## src/lmd_consts.svh

```systemverilog
// constants for the multiplexed lcd drive block
`ifndef LMD_CONSTS_SVH
`define LMD_CONSTS_SVH

// register byte offsets
`define LMD_ADR_CTRL      8'h00
`define LMD_ADR_STATUS    8'h04
`define LMD_ADR_ROW_BASE  8'h10
`define LMD_ADR_ROW_LAST  8'h2c

// control field positions
`define LMD_CTRL_MODE_LSB 0
`define LMD_CTRL_HALF_BIT 2
`define LMD_CTRL_EN_BIT   3

// drive mode field encodings
`define LMD_MODE_STATIC   2'h1
`define LMD_MODE_MUX2     2'h2
`define LMD_MODE_MUX3     2'h3
`define LMD_MODE_MUX4     2'h0

// reset values
`define LMD_MODE_RST      2'h0
`define LMD_HALF_RST      1'h0
`define LMD_EN_RST        1'h0

// ladder level indices, vss upward to the panel supply level
`define LMD_LVL_VSS       2'h0
`define LMD_LVL_LO        2'h1
`define LMD_LVL_HI        2'h2
`define LMD_LVL_VLCD      2'h3

// timing: frame is 24 selected clock ticks, split into n slots
`define LMD_FRAME_TICKS   24
`define LMD_SLOT_STATIC   5'h18
`define LMD_SLOT_MUX2     5'h0c
`define LMD_SLOT_MUX3     5'h08
`define LMD_SLOT_MUX4     5'h06
`define LMD_COLS          40

// system clock and nominal internal oscillator rate
`define LMD_CLK_HZ        20000000
`define LMD_OSC_HZ        2000

`endif

```

## src/lmd_pkg.sv

```systemverilog
// types shared by the multiplexed lcd drive block
package lmd_pkg;

  // index into the bias ladder
  typedef logic [1:0] lmd_level_t;

  // whole state of the drive block
  typedef struct packed {
    logic [1:0]             mode;
    logic                   half_bias;
    logic                   enable;
    logic [3:0][39:0]       ram;
    logic [3:0][39:0]       hold;
    logic [15:0]            osc_cnt;
    logic                   clk_out;
    logic                   clk_oe;
    logic                   ext_s1;
    logic                   ext_s2;
    logic                   ext_prev;
    logic                   strap_s1;
    logic                   strap_s2;
    logic [1:0]             strap_wait;
    logic                   ext_src;
    logic [4:0]             tick_cnt;
    logic [1:0]             slot;
    logic                   pol;
    lmd_level_t [3:0]       bp;
    lmd_level_t [39:0]      seg;
    logic                   bypass;
    logic                   ack;
    logic [31:0]            dat;
  } lmd_state_s;

endpackage
```

## src/lmd_drive.sv

```systemverilog
// backplane and segment multiplex drive with wishbone registers
//
// Functional notes
// - static mode: one backplane, each segment carries one bit per column.
// - two-way mode time-shares two backplanes, half or third bias selectable.
// - three-way mode sequences three backplanes with matching row data.
// - four-way mode sequences four backplanes with matching row data.
// - addressable elements equal active backplanes times forty, at most 160.
// - holding register keeps displayed bits stable while drive is generated.
// - level selection follows drive mode and bias loaded by configuration write.
// - half bias in two-way mode closes the centre divider bypass switch.
// - half bias also accepted in three-way and four-way modes.
// - bias is one over one plus a; a is 1 half, 2 third.
// - multiplex factor n is 1, 2, 3, 4 for the four modes.
// - strap low: internal oscillator runs the block and drives clock pin.
// - strap high: clock pin is an input and times all drive.
// - frame rate comes only from the selected clock.
// - mode field: 01 static, 10 two-way, 11 three-way, 00 four-way default.
// - frame frequency is the selected clock divided by twenty-four.
// - backplanes mirror: three-way 3 copies 1, two-way 0/2 1/3, static all.
// - disabled display holds all backplane and segment outputs at the panel supply level.
`timescale 1ns/10ps
`default_nettype none
`include "lmd_consts.svh"

module lmd_drive
  import lmd_pkg::*;
#(
  parameter int OSC_DIV = `LMD_CLK_HZ / `LMD_OSC_HZ
)
(
  // system
  input  wire logic              CLK,
  input  wire logic              RST,
  // wishbone slave
  input  wire logic              WB_CYC_I,
  input  wire logic              WB_STB_I,
  input  wire logic              WB_WE_I,
  input  wire logic [7:0]        WB_ADR_I,
  input  wire logic [3:0]        WB_SEL_I,
  input  wire logic [31:0]       WB_DAT_I,
  output var  logic [31:0]       WB_DAT_O,
  output var  logic              WB_ACK_O,
  // clock source strap and clock pin
  input  wire logic              CLOCK_SOURCE_STRAP,
  input  wire logic              CLK_PIN_I,
  output var  logic              CLK_PIN_O,
  output var  logic              CLK_PIN_OE,
  // panel drive, ladder indices
  output var  lmd_level_t        BACKPLANE_OUT_0,
  output var  lmd_level_t        BACKPLANE_OUT_1,
  output var  lmd_level_t        BACKPLANE_OUT_2,
  output var  lmd_level_t        BACKPLANE_OUT_3,
  output var  lmd_level_t [39:0] SEGMENT_OUTPUTS,
  output var  logic              BIAS_BYPASS
);

  // reset value of the whole state, every field named so none is left implicit
  // drive outputs start at the panel supply level so a fresh panel sees no dc
  localparam lmd_state_s ST_RST = '{
    mode:       `LMD_MODE_RST,
    half_bias:  `LMD_HALF_RST,
    enable:     `LMD_EN_RST,
    ram:        '0,
    hold:       '0,
    osc_cnt:    16'h0,
    clk_out:    1'h0,
    clk_oe:     1'h0,
    ext_s1:     1'h0,
    ext_s2:     1'h0,
    ext_prev:   1'h0,
    strap_s1:   1'h0,
    strap_s2:   1'h0,
    strap_wait: 2'h0,
    ext_src:    1'h0,
    tick_cnt:   5'h0,
    slot:       2'h0,
    pol:        1'h0,
    bp:         {4{`LMD_LVL_VLCD}},
    seg:        {`LMD_COLS{`LMD_LVL_VLCD}},
    bypass:     1'h0,
    ack:        1'h0,
    dat:        32'h0
  };

  lmd_state_s r;
  lmd_state_s n;

  // multiplex factor of a mode
  function automatic logic [2:0] mux_of(input logic [1:0] m);
    case (m)
      `LMD_MODE_STATIC: return 3'h1;
      `LMD_MODE_MUX2:   return 3'h2;
      `LMD_MODE_MUX3:   return 3'h3;
      default:          return 3'h4;
    endcase
  endfunction

  // ticks per backplane slot, so that n slots fill one frame
  function automatic logic [4:0] slot_len_of(input logic [1:0] m);
    case (m)
      `LMD_MODE_STATIC: return `LMD_SLOT_STATIC;
      `LMD_MODE_MUX2:   return `LMD_SLOT_MUX2;
      `LMD_MODE_MUX3:   return `LMD_SLOT_MUX3;
      default:          return `LMD_SLOT_MUX4;
    endcase
  endfunction

  // logical row driven by physical backplane k
  function automatic logic [1:0] row_of(input logic [1:0] k, input logic [1:0] m);
    case (m)
      `LMD_MODE_STATIC: return 2'h0;
      `LMD_MODE_MUX2:   return {1'b0, k[0]};
      `LMD_MODE_MUX3:   return (k == 2'h3) ? 2'h1 : k;
      default:          return k;
    endcase
  endfunction

  // backplane level: selected swings full scale, others sit on inner taps
  function automatic lmd_level_t bp_level(input logic sel, input logic pol, input logic half);
    if (sel)
      return pol ? `LMD_LVL_VLCD : `LMD_LVL_VSS;
    else if (half)
      return `LMD_LVL_LO;
    else
      return pol ? `LMD_LVL_LO : `LMD_LVL_HI;
  endfunction

  // segment level: on opposes the selected backplane, off stays near it
  function automatic lmd_level_t seg_level(input logic on, input logic pol, input logic two_lvl);
    if (on)
      return pol ? `LMD_LVL_VSS : `LMD_LVL_VLCD;
    else if (two_lvl)
      return pol ? `LMD_LVL_VLCD : `LMD_LVL_VSS;
    else
      return pol ? `LMD_LVL_HI : `LMD_LVL_LO;
  endfunction

  // level encoding used on every drive output:
  //   0 is vss, 1 the lower tap, 2 the upper tap, 3 the panel supply level.
  // a selected backplane swings between the rails; unselected backplanes
  // sit on an inner tap, so an off element never sees more than one third
  // of the supply in third bias. in half bias both inner taps merge into
  // one, reported as the lower tap, which is why the bypass switch closes.
  // segments take the rail opposite a selected backplane when on, and the
  // tap next to it when off, or its own rail in half bias and static. polarity flips every frame so that the sum of
  // voltage across each element over two frames is zero; a stuck polarity
  // would leave dc across the liquid and damage it over time.
  // the sequencer keeps running while the display is disabled, so that
  // enabling mid-frame picks up the right slot and polarity at once.
  //
  // next state
  always_comb
  begin
    logic       int_tick;
    logic       tick;
    logic [2:0] nmux;
    logic [4:0] slen;
    logic       stat;
    logic [1:0] bias_a;
    logic [2:0] levels;
    logic [7:0] elems;
    logic [1:0] ri;
    logic [7:0] roff;
    logic [31:0] rd;
    logic       req;
    n        = r;
    int_tick = 1'b0;
    tick     = 1'b0;
    nmux     = mux_of(r.mode);
    slen     = slot_len_of(r.mode);
    stat     = (r.mode == `LMD_MODE_STATIC);
    bias_a   = r.half_bias ? 2'h1 : 2'h2;
    levels   = stat ? 3'h2 : (r.half_bias ? 3'h3 : 3'h4);
    elems    = 8'(nmux) * 8'(`LMD_COLS);
    ri       = 2'h0;
    roff     = 8'h00;
    rd       = 32'h0;
    req      = WB_CYC_I & WB_STB_I & ~r.ack;

    // pin synchronisers and edge memory
    n.strap_s1 = CLOCK_SOURCE_STRAP;
    n.strap_s2 = r.strap_s1;
    n.ext_s1   = CLK_PIN_I;
    n.ext_s2   = r.ext_s1;
    n.ext_prev = r.ext_s2;

    // strap caught once, after the synchroniser has filled past reset;
    // taking it later would let a noisy strap swap the clock source under
    // a running frame, so a change only counts after the next reset
    if (r.strap_wait != 2'h3)
    begin
      n.strap_wait = r.strap_wait + 2'h1;
      if (r.strap_wait == 2'h2)
        n.ext_src = r.strap_s2;
    end

    // internal oscillator model: divider from the system clock
    int_tick = (r.osc_cnt == 16'(OSC_DIV - 1));
    n.osc_cnt = int_tick ? 16'h0 : r.osc_cnt + 16'h1;
    if (int_tick)
      n.clk_out = ~r.clk_out;

    // selected timing tick; pin drives out only on internal source
    tick = r.ext_src ? (r.ext_s2 & ~r.ext_prev) : int_tick;
    n.clk_oe = ~r.ext_src;

    // slot and frame sequencing, n slots of 24/n ticks; the compares use
    // greater-or-equal so that a mode change mid-frame that leaves a counter
    // above its new limit wraps at the next tick instead of running away;
    // the hold copy at frame end keeps row data steady for a whole frame
    if (tick)
    begin
      if (r.tick_cnt >= slen - 5'h1)
      begin
        n.tick_cnt = 5'h0;
        if ({1'b0, r.slot} >= nmux - 3'h1)
        begin
          n.slot = 2'h0;
          n.pol  = ~r.pol;
          n.hold = r.ram;
        end
        else
          n.slot = r.slot + 2'h1;
      end
      else
        n.tick_cnt = r.tick_cnt + 5'h1;
    end

    // backplane drive per physical output
    for (int k = 0; k < 4; k++)
    begin
      if (!r.enable)
        n.bp[k] = `LMD_LVL_VLCD;
      else
        n.bp[k] = bp_level(row_of(2'(k), r.mode) == r.slot,
                           r.pol, r.half_bias | stat);
    end

    // segment drive from the held row of the current slot
    for (int c = 0; c < `LMD_COLS; c++)
    begin
      if (!r.enable)
        n.seg[c] = `LMD_LVL_VLCD;
      else
        n.seg[c] = seg_level(r.hold[r.slot][c], r.pol,
                             r.half_bias | stat);
    end

    // centre divider bypass for half bias in any multiplex mode
    n.bypass = r.half_bias & ~stat;

    // wishbone map:
    //   ctrl   : mode in bits 1:0, half bias in bit 2, enable in bit 3
    //   status : slot, polarity, source, n, a, levels, bypass, elements
    //   rows   : row r low word at base plus 8r, high byte one word above
    // a request is taken only while ack is low, so a master that keeps
    // strobe high over the ack cycle is not answered twice.
    // unmapped addresses are acknowledged and read as zero so that a stray
    // access never hangs the bus; writes to them are dropped.
    // read data is zero outside the ack cycle to keep the bus quiet.
    // wishbone: one registered ack per request
    n.ack = req;
    n.dat = 32'h0;
    if (req)
    begin
      if (WB_ADR_I == `LMD_ADR_CTRL)
      begin
        rd = {28'h0, r.enable, r.half_bias, r.mode};
        if (WB_WE_I && WB_SEL_I[0])
        begin
          n.mode      = WB_DAT_I[`LMD_CTRL_MODE_LSB +: 2];
          n.half_bias = WB_DAT_I[`LMD_CTRL_HALF_BIT];
          n.enable    = WB_DAT_I[`LMD_CTRL_EN_BIT];
        end
      end
      else if (WB_ADR_I == `LMD_ADR_STATUS)
      begin
        rd = {7'h0, r.enable, elems,
              3'h0, r.bypass, levels, bias_a, nmux,
              r.ext_src, r.pol, r.slot};
      end
      else if (WB_ADR_I >= `LMD_ADR_ROW_BASE && WB_ADR_I <= `LMD_ADR_ROW_LAST
               && WB_ADR_I[1:0] == 2'h0)
      begin
        roff = WB_ADR_I - `LMD_ADR_ROW_BASE;
        ri   = roff[4:3];
        if (!roff[2])
        begin
          rd = r.ram[ri][31:0];
          for (int b = 0; b < 4; b++)
          begin
            if (WB_WE_I && WB_SEL_I[b])
              n.ram[ri][8*b +: 8] = WB_DAT_I[8*b +: 8];
          end
        end
        else
        begin
          rd = {24'h0, r.ram[ri][39:32]};
          if (WB_WE_I && WB_SEL_I[0])
            n.ram[ri][39:32] = WB_DAT_I[7:0];
        end
      end
      else
        rd = 32'h0;
      if (!WB_WE_I)
        n.dat = rd;
    end
  end

  // state register
  always_ff @(posedge CLK)
  begin
    if (RST)
      r <= ST_RST;
    else
      r <= n;
  end

  // outputs straight from the state register
  assign WB_DAT_O        = r.dat;
  assign WB_ACK_O        = r.ack;
  assign CLK_PIN_O       = r.clk_out;
  assign CLK_PIN_OE      = r.clk_oe;
  assign BACKPLANE_OUT_0 = r.bp[0];
  assign BACKPLANE_OUT_1 = r.bp[1];
  assign BACKPLANE_OUT_2 = r.bp[2];
  assign BACKPLANE_OUT_3 = r.bp[3];
  assign SEGMENT_OUTPUTS = r.seg;
  assign BIAS_BYPASS     = r.bypass;

endmodule

`default_nettype wire

```

## config.mk

```make
export PLATFORM = sky130hd
export DESIGN_NAME = lmd_drive
export DESIGN_NICKNAME = d
export VERILOG_FILES = /design/src/lmd_pkg.sv /design/src/lmd_drive.sv
export VERILOG_INCLUDE_DIRS = /design/src
export SDC_FILE = /design/constraint.sdc
export NUM_CORES = 1
export LEC_CHECK = 0
export ABC_AREA = 1
export BUFFER_PORTS_ARGS = -buffer_cell sky130_fd_sc_hd__buf_2
export CELL_PAD_IN_SITES_DETAIL_PLACEMENT = 0
export CELL_PAD_IN_SITES_GLOBAL_PLACEMENT = 1
export CORE_AREA = 3 3 221 223
export DETAILED_ROUTE_END_ITERATION = 8
export DIE_AREA = 0 0 224 226
export PLACE_DENSITY = 0.88
export RECOVER_POWER = 100
export SLEW_MARGIN = 15
export SYNTH_ARGS = -nofsm -noshare
export SYNTH_HDL_FRONTEND = slang
export SYNTH_SLANG_ARGS = --single-unit
```

## constraint.sdc

```tcl
create_clock -name CLK -period 4.4 [get_ports CLK]
set_clock_uncertainty 0.2 [all_clocks]
set_input_delay 0.22 -clock CLK [delete_from_list [all_inputs] [get_ports CLK]]
set_output_delay 0.22 -clock CLK [all_outputs]
set_load 0.01 [all_outputs]
```

==> impl_metrics.py <==
metrics = {
    "grt": {
        "grt_pass1_wl_mm": 94.04,
        "antenna_found_initial": 2,
        "track_usage": 0.2330,
        "grt_max_degree": 212,
        "overflow": 0,
        "grt_pass1_vias": 17190,
    },
    "clock_network": {
        "clk_transition_reported_paths_ps": 60,
        "cts.sinks": 480,
        "tritoncts": "done",
        "cts-resized-gates": 0,
        "cts.path.max_buffers": 3,
        "h-tree-depth": 2,
        "clock_latency_ps": 590,
        "cts_root_buf": "clkbuf_16",
        "cts_buffers": 51,
    },
    "power": {
        "total_power_uw": 8965,
        "pwr_density_cell_nw_per_um2": 377.7,
        "power.leakage_uw": 0.01151,
        "vdd_drop_max_v": 0.0002412,
    },
    "sta": {
        "fin_ws_ps": 938.7,
        "relSlewSlack": -0.7156,
        "hold_viol": 0,
        "setup-violations-final": 0,
        "finalSetupTns_ps": 0,
        "period_minus_slack_ps": 3461,
        "max_freq_ghz": 0.2889,
        "rsz0062_at_grt": "false",
        "min_period_over_period": 0.7867,
        "slew_violations": 133,
        "tightest_slew_ps": 2573,
    },
    "detailed_routing": {
        "avgRoutedWirePerCell_microns": 15.62,
        "via_count": 18940,
        "drc_errors": 0,
        "viasPerCell": 4.903,
        "firstDrtPassIters": 5,
        "wirelength_mm": 60.33,
        "drtIter0Drc": 1801,
        "final_antenna_net_count": 0,
    },
    "logic_synthesis": {
        "synth_edf_count": 0,
        "yosysWarnings": 0,
        "syn_area_sq_um": 21570,
        "seq_area_frac_synth": 0.4455,
        "syn_inst": 3211,
        "ys_types": 37,
        "syn_nets": 3281,
        "synth-async-reset-ratio": 0,
        "synth_top_flop_cell": "dfxtp_1",
        "synth_seq_cells": 480,
        "synth.avg_cell_area_sq_um": 6.718,
    },
    "critical_path": {
        "slowest_stage": "clkbuf_2",
        "critPathBufInv": 6,
        "r2r_setup_slack_ps": 990,
        "slowest_delay_ps": 1230,
        "r2r-start": "WB_ACK_O$_SDFF_PP0_",
        "crit_cells": 8,
        "cp_max_fo": 211,
        "crit_path_end_kind": "register",
        "cp.arrival_ps": 3790,
        "worst_ep_required_time_ps": 4730,
        "cp_top_family": "buffers and inverters",
        "worst_path_most_repeated_cell": "dlygate4sd3_1",
        "r2r-end": "WB_DAT_O[17]$_SDFF_PP0_",
        "crit_path_cell_trace": "dlygate4sd3_1, clkbuf_1, inv_6, clkbuf_2, buf_12, nand2_1, nor2_1, dlygate4sd3_1",
        "criticalPathCategory": "in2reg",
        "critPathLaunchType": "primary input",
        "worstRegToRegCells": 10,
    },
    "worst_hold_path": {
        "min_from": "WB_ADR_I[5]",
        "worstHoldPathCells": 6,
        "min_path_type": "in2reg",
        "min_to": "WB_DAT_O[11]$_SDFF_PP0_",
    },
    "die": {
        "fp-row-count": 79,
        "die_area_sq_um": 50620,
        "die_x_microns": 224,
        "core_sq_um": 46750,
        "die_h_microns": 226,
        "initial_core_util": 0.4614,
        "pin_count": 175,
    },
    "job": {
        "maxCapViolCount": 2,
    },
    "run_status": {
        "violations": "max-capacitance violations, max-slew violations",
        "status": "finished, violations left",
    },
    "place": {
        "place_ws_ps": 1347,
        "dp_hpwl_mm": 39.56,
        "port-buffer-count": 174,
        "place.gp.congestion": 0.9072,
    },
    "finish": {
        "final_util": 0.5077,
        "syn2layout_area_growth_pct": 10.04,
        "drive_gt1_frac": 0.05131,
        "finalNetCount": 3289,
    },
}
## cells in the mapped netlist, drive strengths merged, types with 11 or more instances
cell | number | share of area
dfxtp | 480 | 0.45
a22oi | 14 | 0.0049
nand2 | 882 | 0.15
a21oi | 146 | 0.034
nand4 | 39 | 0.012
nor2 | 667 | 0.12
o21ai | 201 | 0.047
inv | 352 | 0.061
o22ai | 31 | 0.0090
ha | 19 | 0.011
buf | 183 | 0.057
nand3 | 32 | 0.0080
clkbuf | 105 | 0.018
a31oi | 13 | 0.0038
o211ai | 11 | 0.0038
## power by group
| part | switching (uW) | internal, uW | total (uW) |
|---|---|---|---|
| clock | 1750 | 2570 | 4320 |
| sequential | 5.49 | 4350 | 4360 |
| combinational | 199 | 81.9 | 281 |
## how the worst max path moves through the flow
| stage | from | endpoint | slack (ps) |
|---|---|---|---|
| global route | WB_ACK_O$_SDFF_PP0_ | WB_DAT_O[30]$_SDFF_PP0_ | 670 |
| global placement | r[479]$_SDFFE_PP0P_ | r[171]$_SDFFE_PP0P_ | 1460 |
| CTS | r[479]$_SDFFE_PP0P_ | r[251]$_SDFFE_PP0P_ | 1340 |
| detailed placement | r[479]$_SDFFE_PP0P_ | r[251]$_SDFFE_PP0P_ | 1350 |
| finish | RST | r[345]$_SDFFE_PP0P_ | 940 |
| floorplan | r[123]$_SDFFE_PP0P_ | r[166]$_SDFFE_PP0P_ | 1970 |
## layout make-up
| type | instances | area (sq um) |
|---|---|---|
| inverters | 356 | 1341 |
| clock inverters | 14 | 178.9 |
| repair buffers | 243 | 1396 |
| fillers | 4790 | 23020 |
| well taps | 607 | 759.5 |
| flip-flops and latches | 480 | 9614 |
| clock buffers | 75 | 1496 |
| multi-input cells | 2087 | 8947 |
| diodes | 1 | 2.502 |
## timing repair
| action | CTS | global route |
|---|---|---|
| hold buffers | 46 | 0 |
| endpoints found under the hold margin | 174 | 0 |
| buffers inserted | 0 | 0 |
## cell families (layout without fill, tap and decap cells)
group / count (synthesis) / count (layout) / synth area share
fa+ha+maj: 19 / 19 / 0.01102
compound gates: 426 / 426 / 0.1059
simple gates: 1634 / 1634 / 0.2968
xor+xnor: 8 / 8 / 0.003248
other cells: 0 / 1 / 0
buf+inv: 644 / 688 / 0.1376
flops: 480 / 480 / 0.4455
## metal layers
layer,up-vias,GRT usage,part of all wire
met4,4,0.09843,0.037
met5,-,0,0.00035
met3,148,0.05174,0.080
met1,8427,0.3271,0.47
li1,9732,-,-
met2,631,0.3458,0.42
## layout by cell type (no fill, tap or decap), types with 2 or more instances in the layout
cell,instances
o22ai_1,31
clkinv_1,4
nand3b_1,2
nor3b_1,3
dlygate4sd3_1,46
o21a_1,3
buf_12,3
nand2_1,882
clkbuf_16,51
dfxtp_1,478
nor3_1,5
inv_2,2
clkbuf_2,2
inv_6,2
o211ai_1,11
xor2_1,7
clkinvlp_4,2
a22o_1,2
bufinv_16,4
ha_1,19
buf_2,49
or2_2,4
nand4_1,39
nor2_4,4
nor2_1,660
o21ai_0,200
clkinv_2,7
clkbuf_1,137
inv_1,349
clkbuf_8,13
buf_4,16
a31oi_1,13
nand3_1,31
nor2_2,3
o221ai_1,2
a22oi_1,14
a21oi_1,146
## worst register-to-register path, cell delays in order, from the launching register on
cell and delay (ps):
dfxtp_1 310, nor2_1 250, nand2_1 80, dlygate4sd3_1 580
nor2_1 250, inv_1 90, nor2_1 200, inv_1 190
nor2_1 430, inv_1 450, a31oi_1 290
## metrics by stage
stage	hold WS (ps)	std cells	instance area, sq um
after detailed placement	197.5	3726	21790
after global placement	199.5	3726	21790
after CTS	9.575	3861	23920
after global routing	65.06	3862	23730
after floorplan	127.0	3211	21570
final	42.63	3863	23740
## state kept, by name (all words and copies together), names as in the netlist
| register | flops |
|---|---|
| BACKPLANE_OUT_2 | 2 |
| SEGMENT_OUTPUTS | 80 |
| n | 3 |
| BIAS_BYPASS | 1 |
| BACKPLANE_OUT_0 | 2 |
| BACKPLANE_OUT_1 | 2 |
| CLK_PIN_O | 1 |
| WB_ACK_O | 1 |
| WB_DAT_O | 32 |
| BACKPLANE_OUT_3 | 2 |
| CLK_PIN_OE | 1 |
| r | 353 |
(Power assumes the default switching activity.)
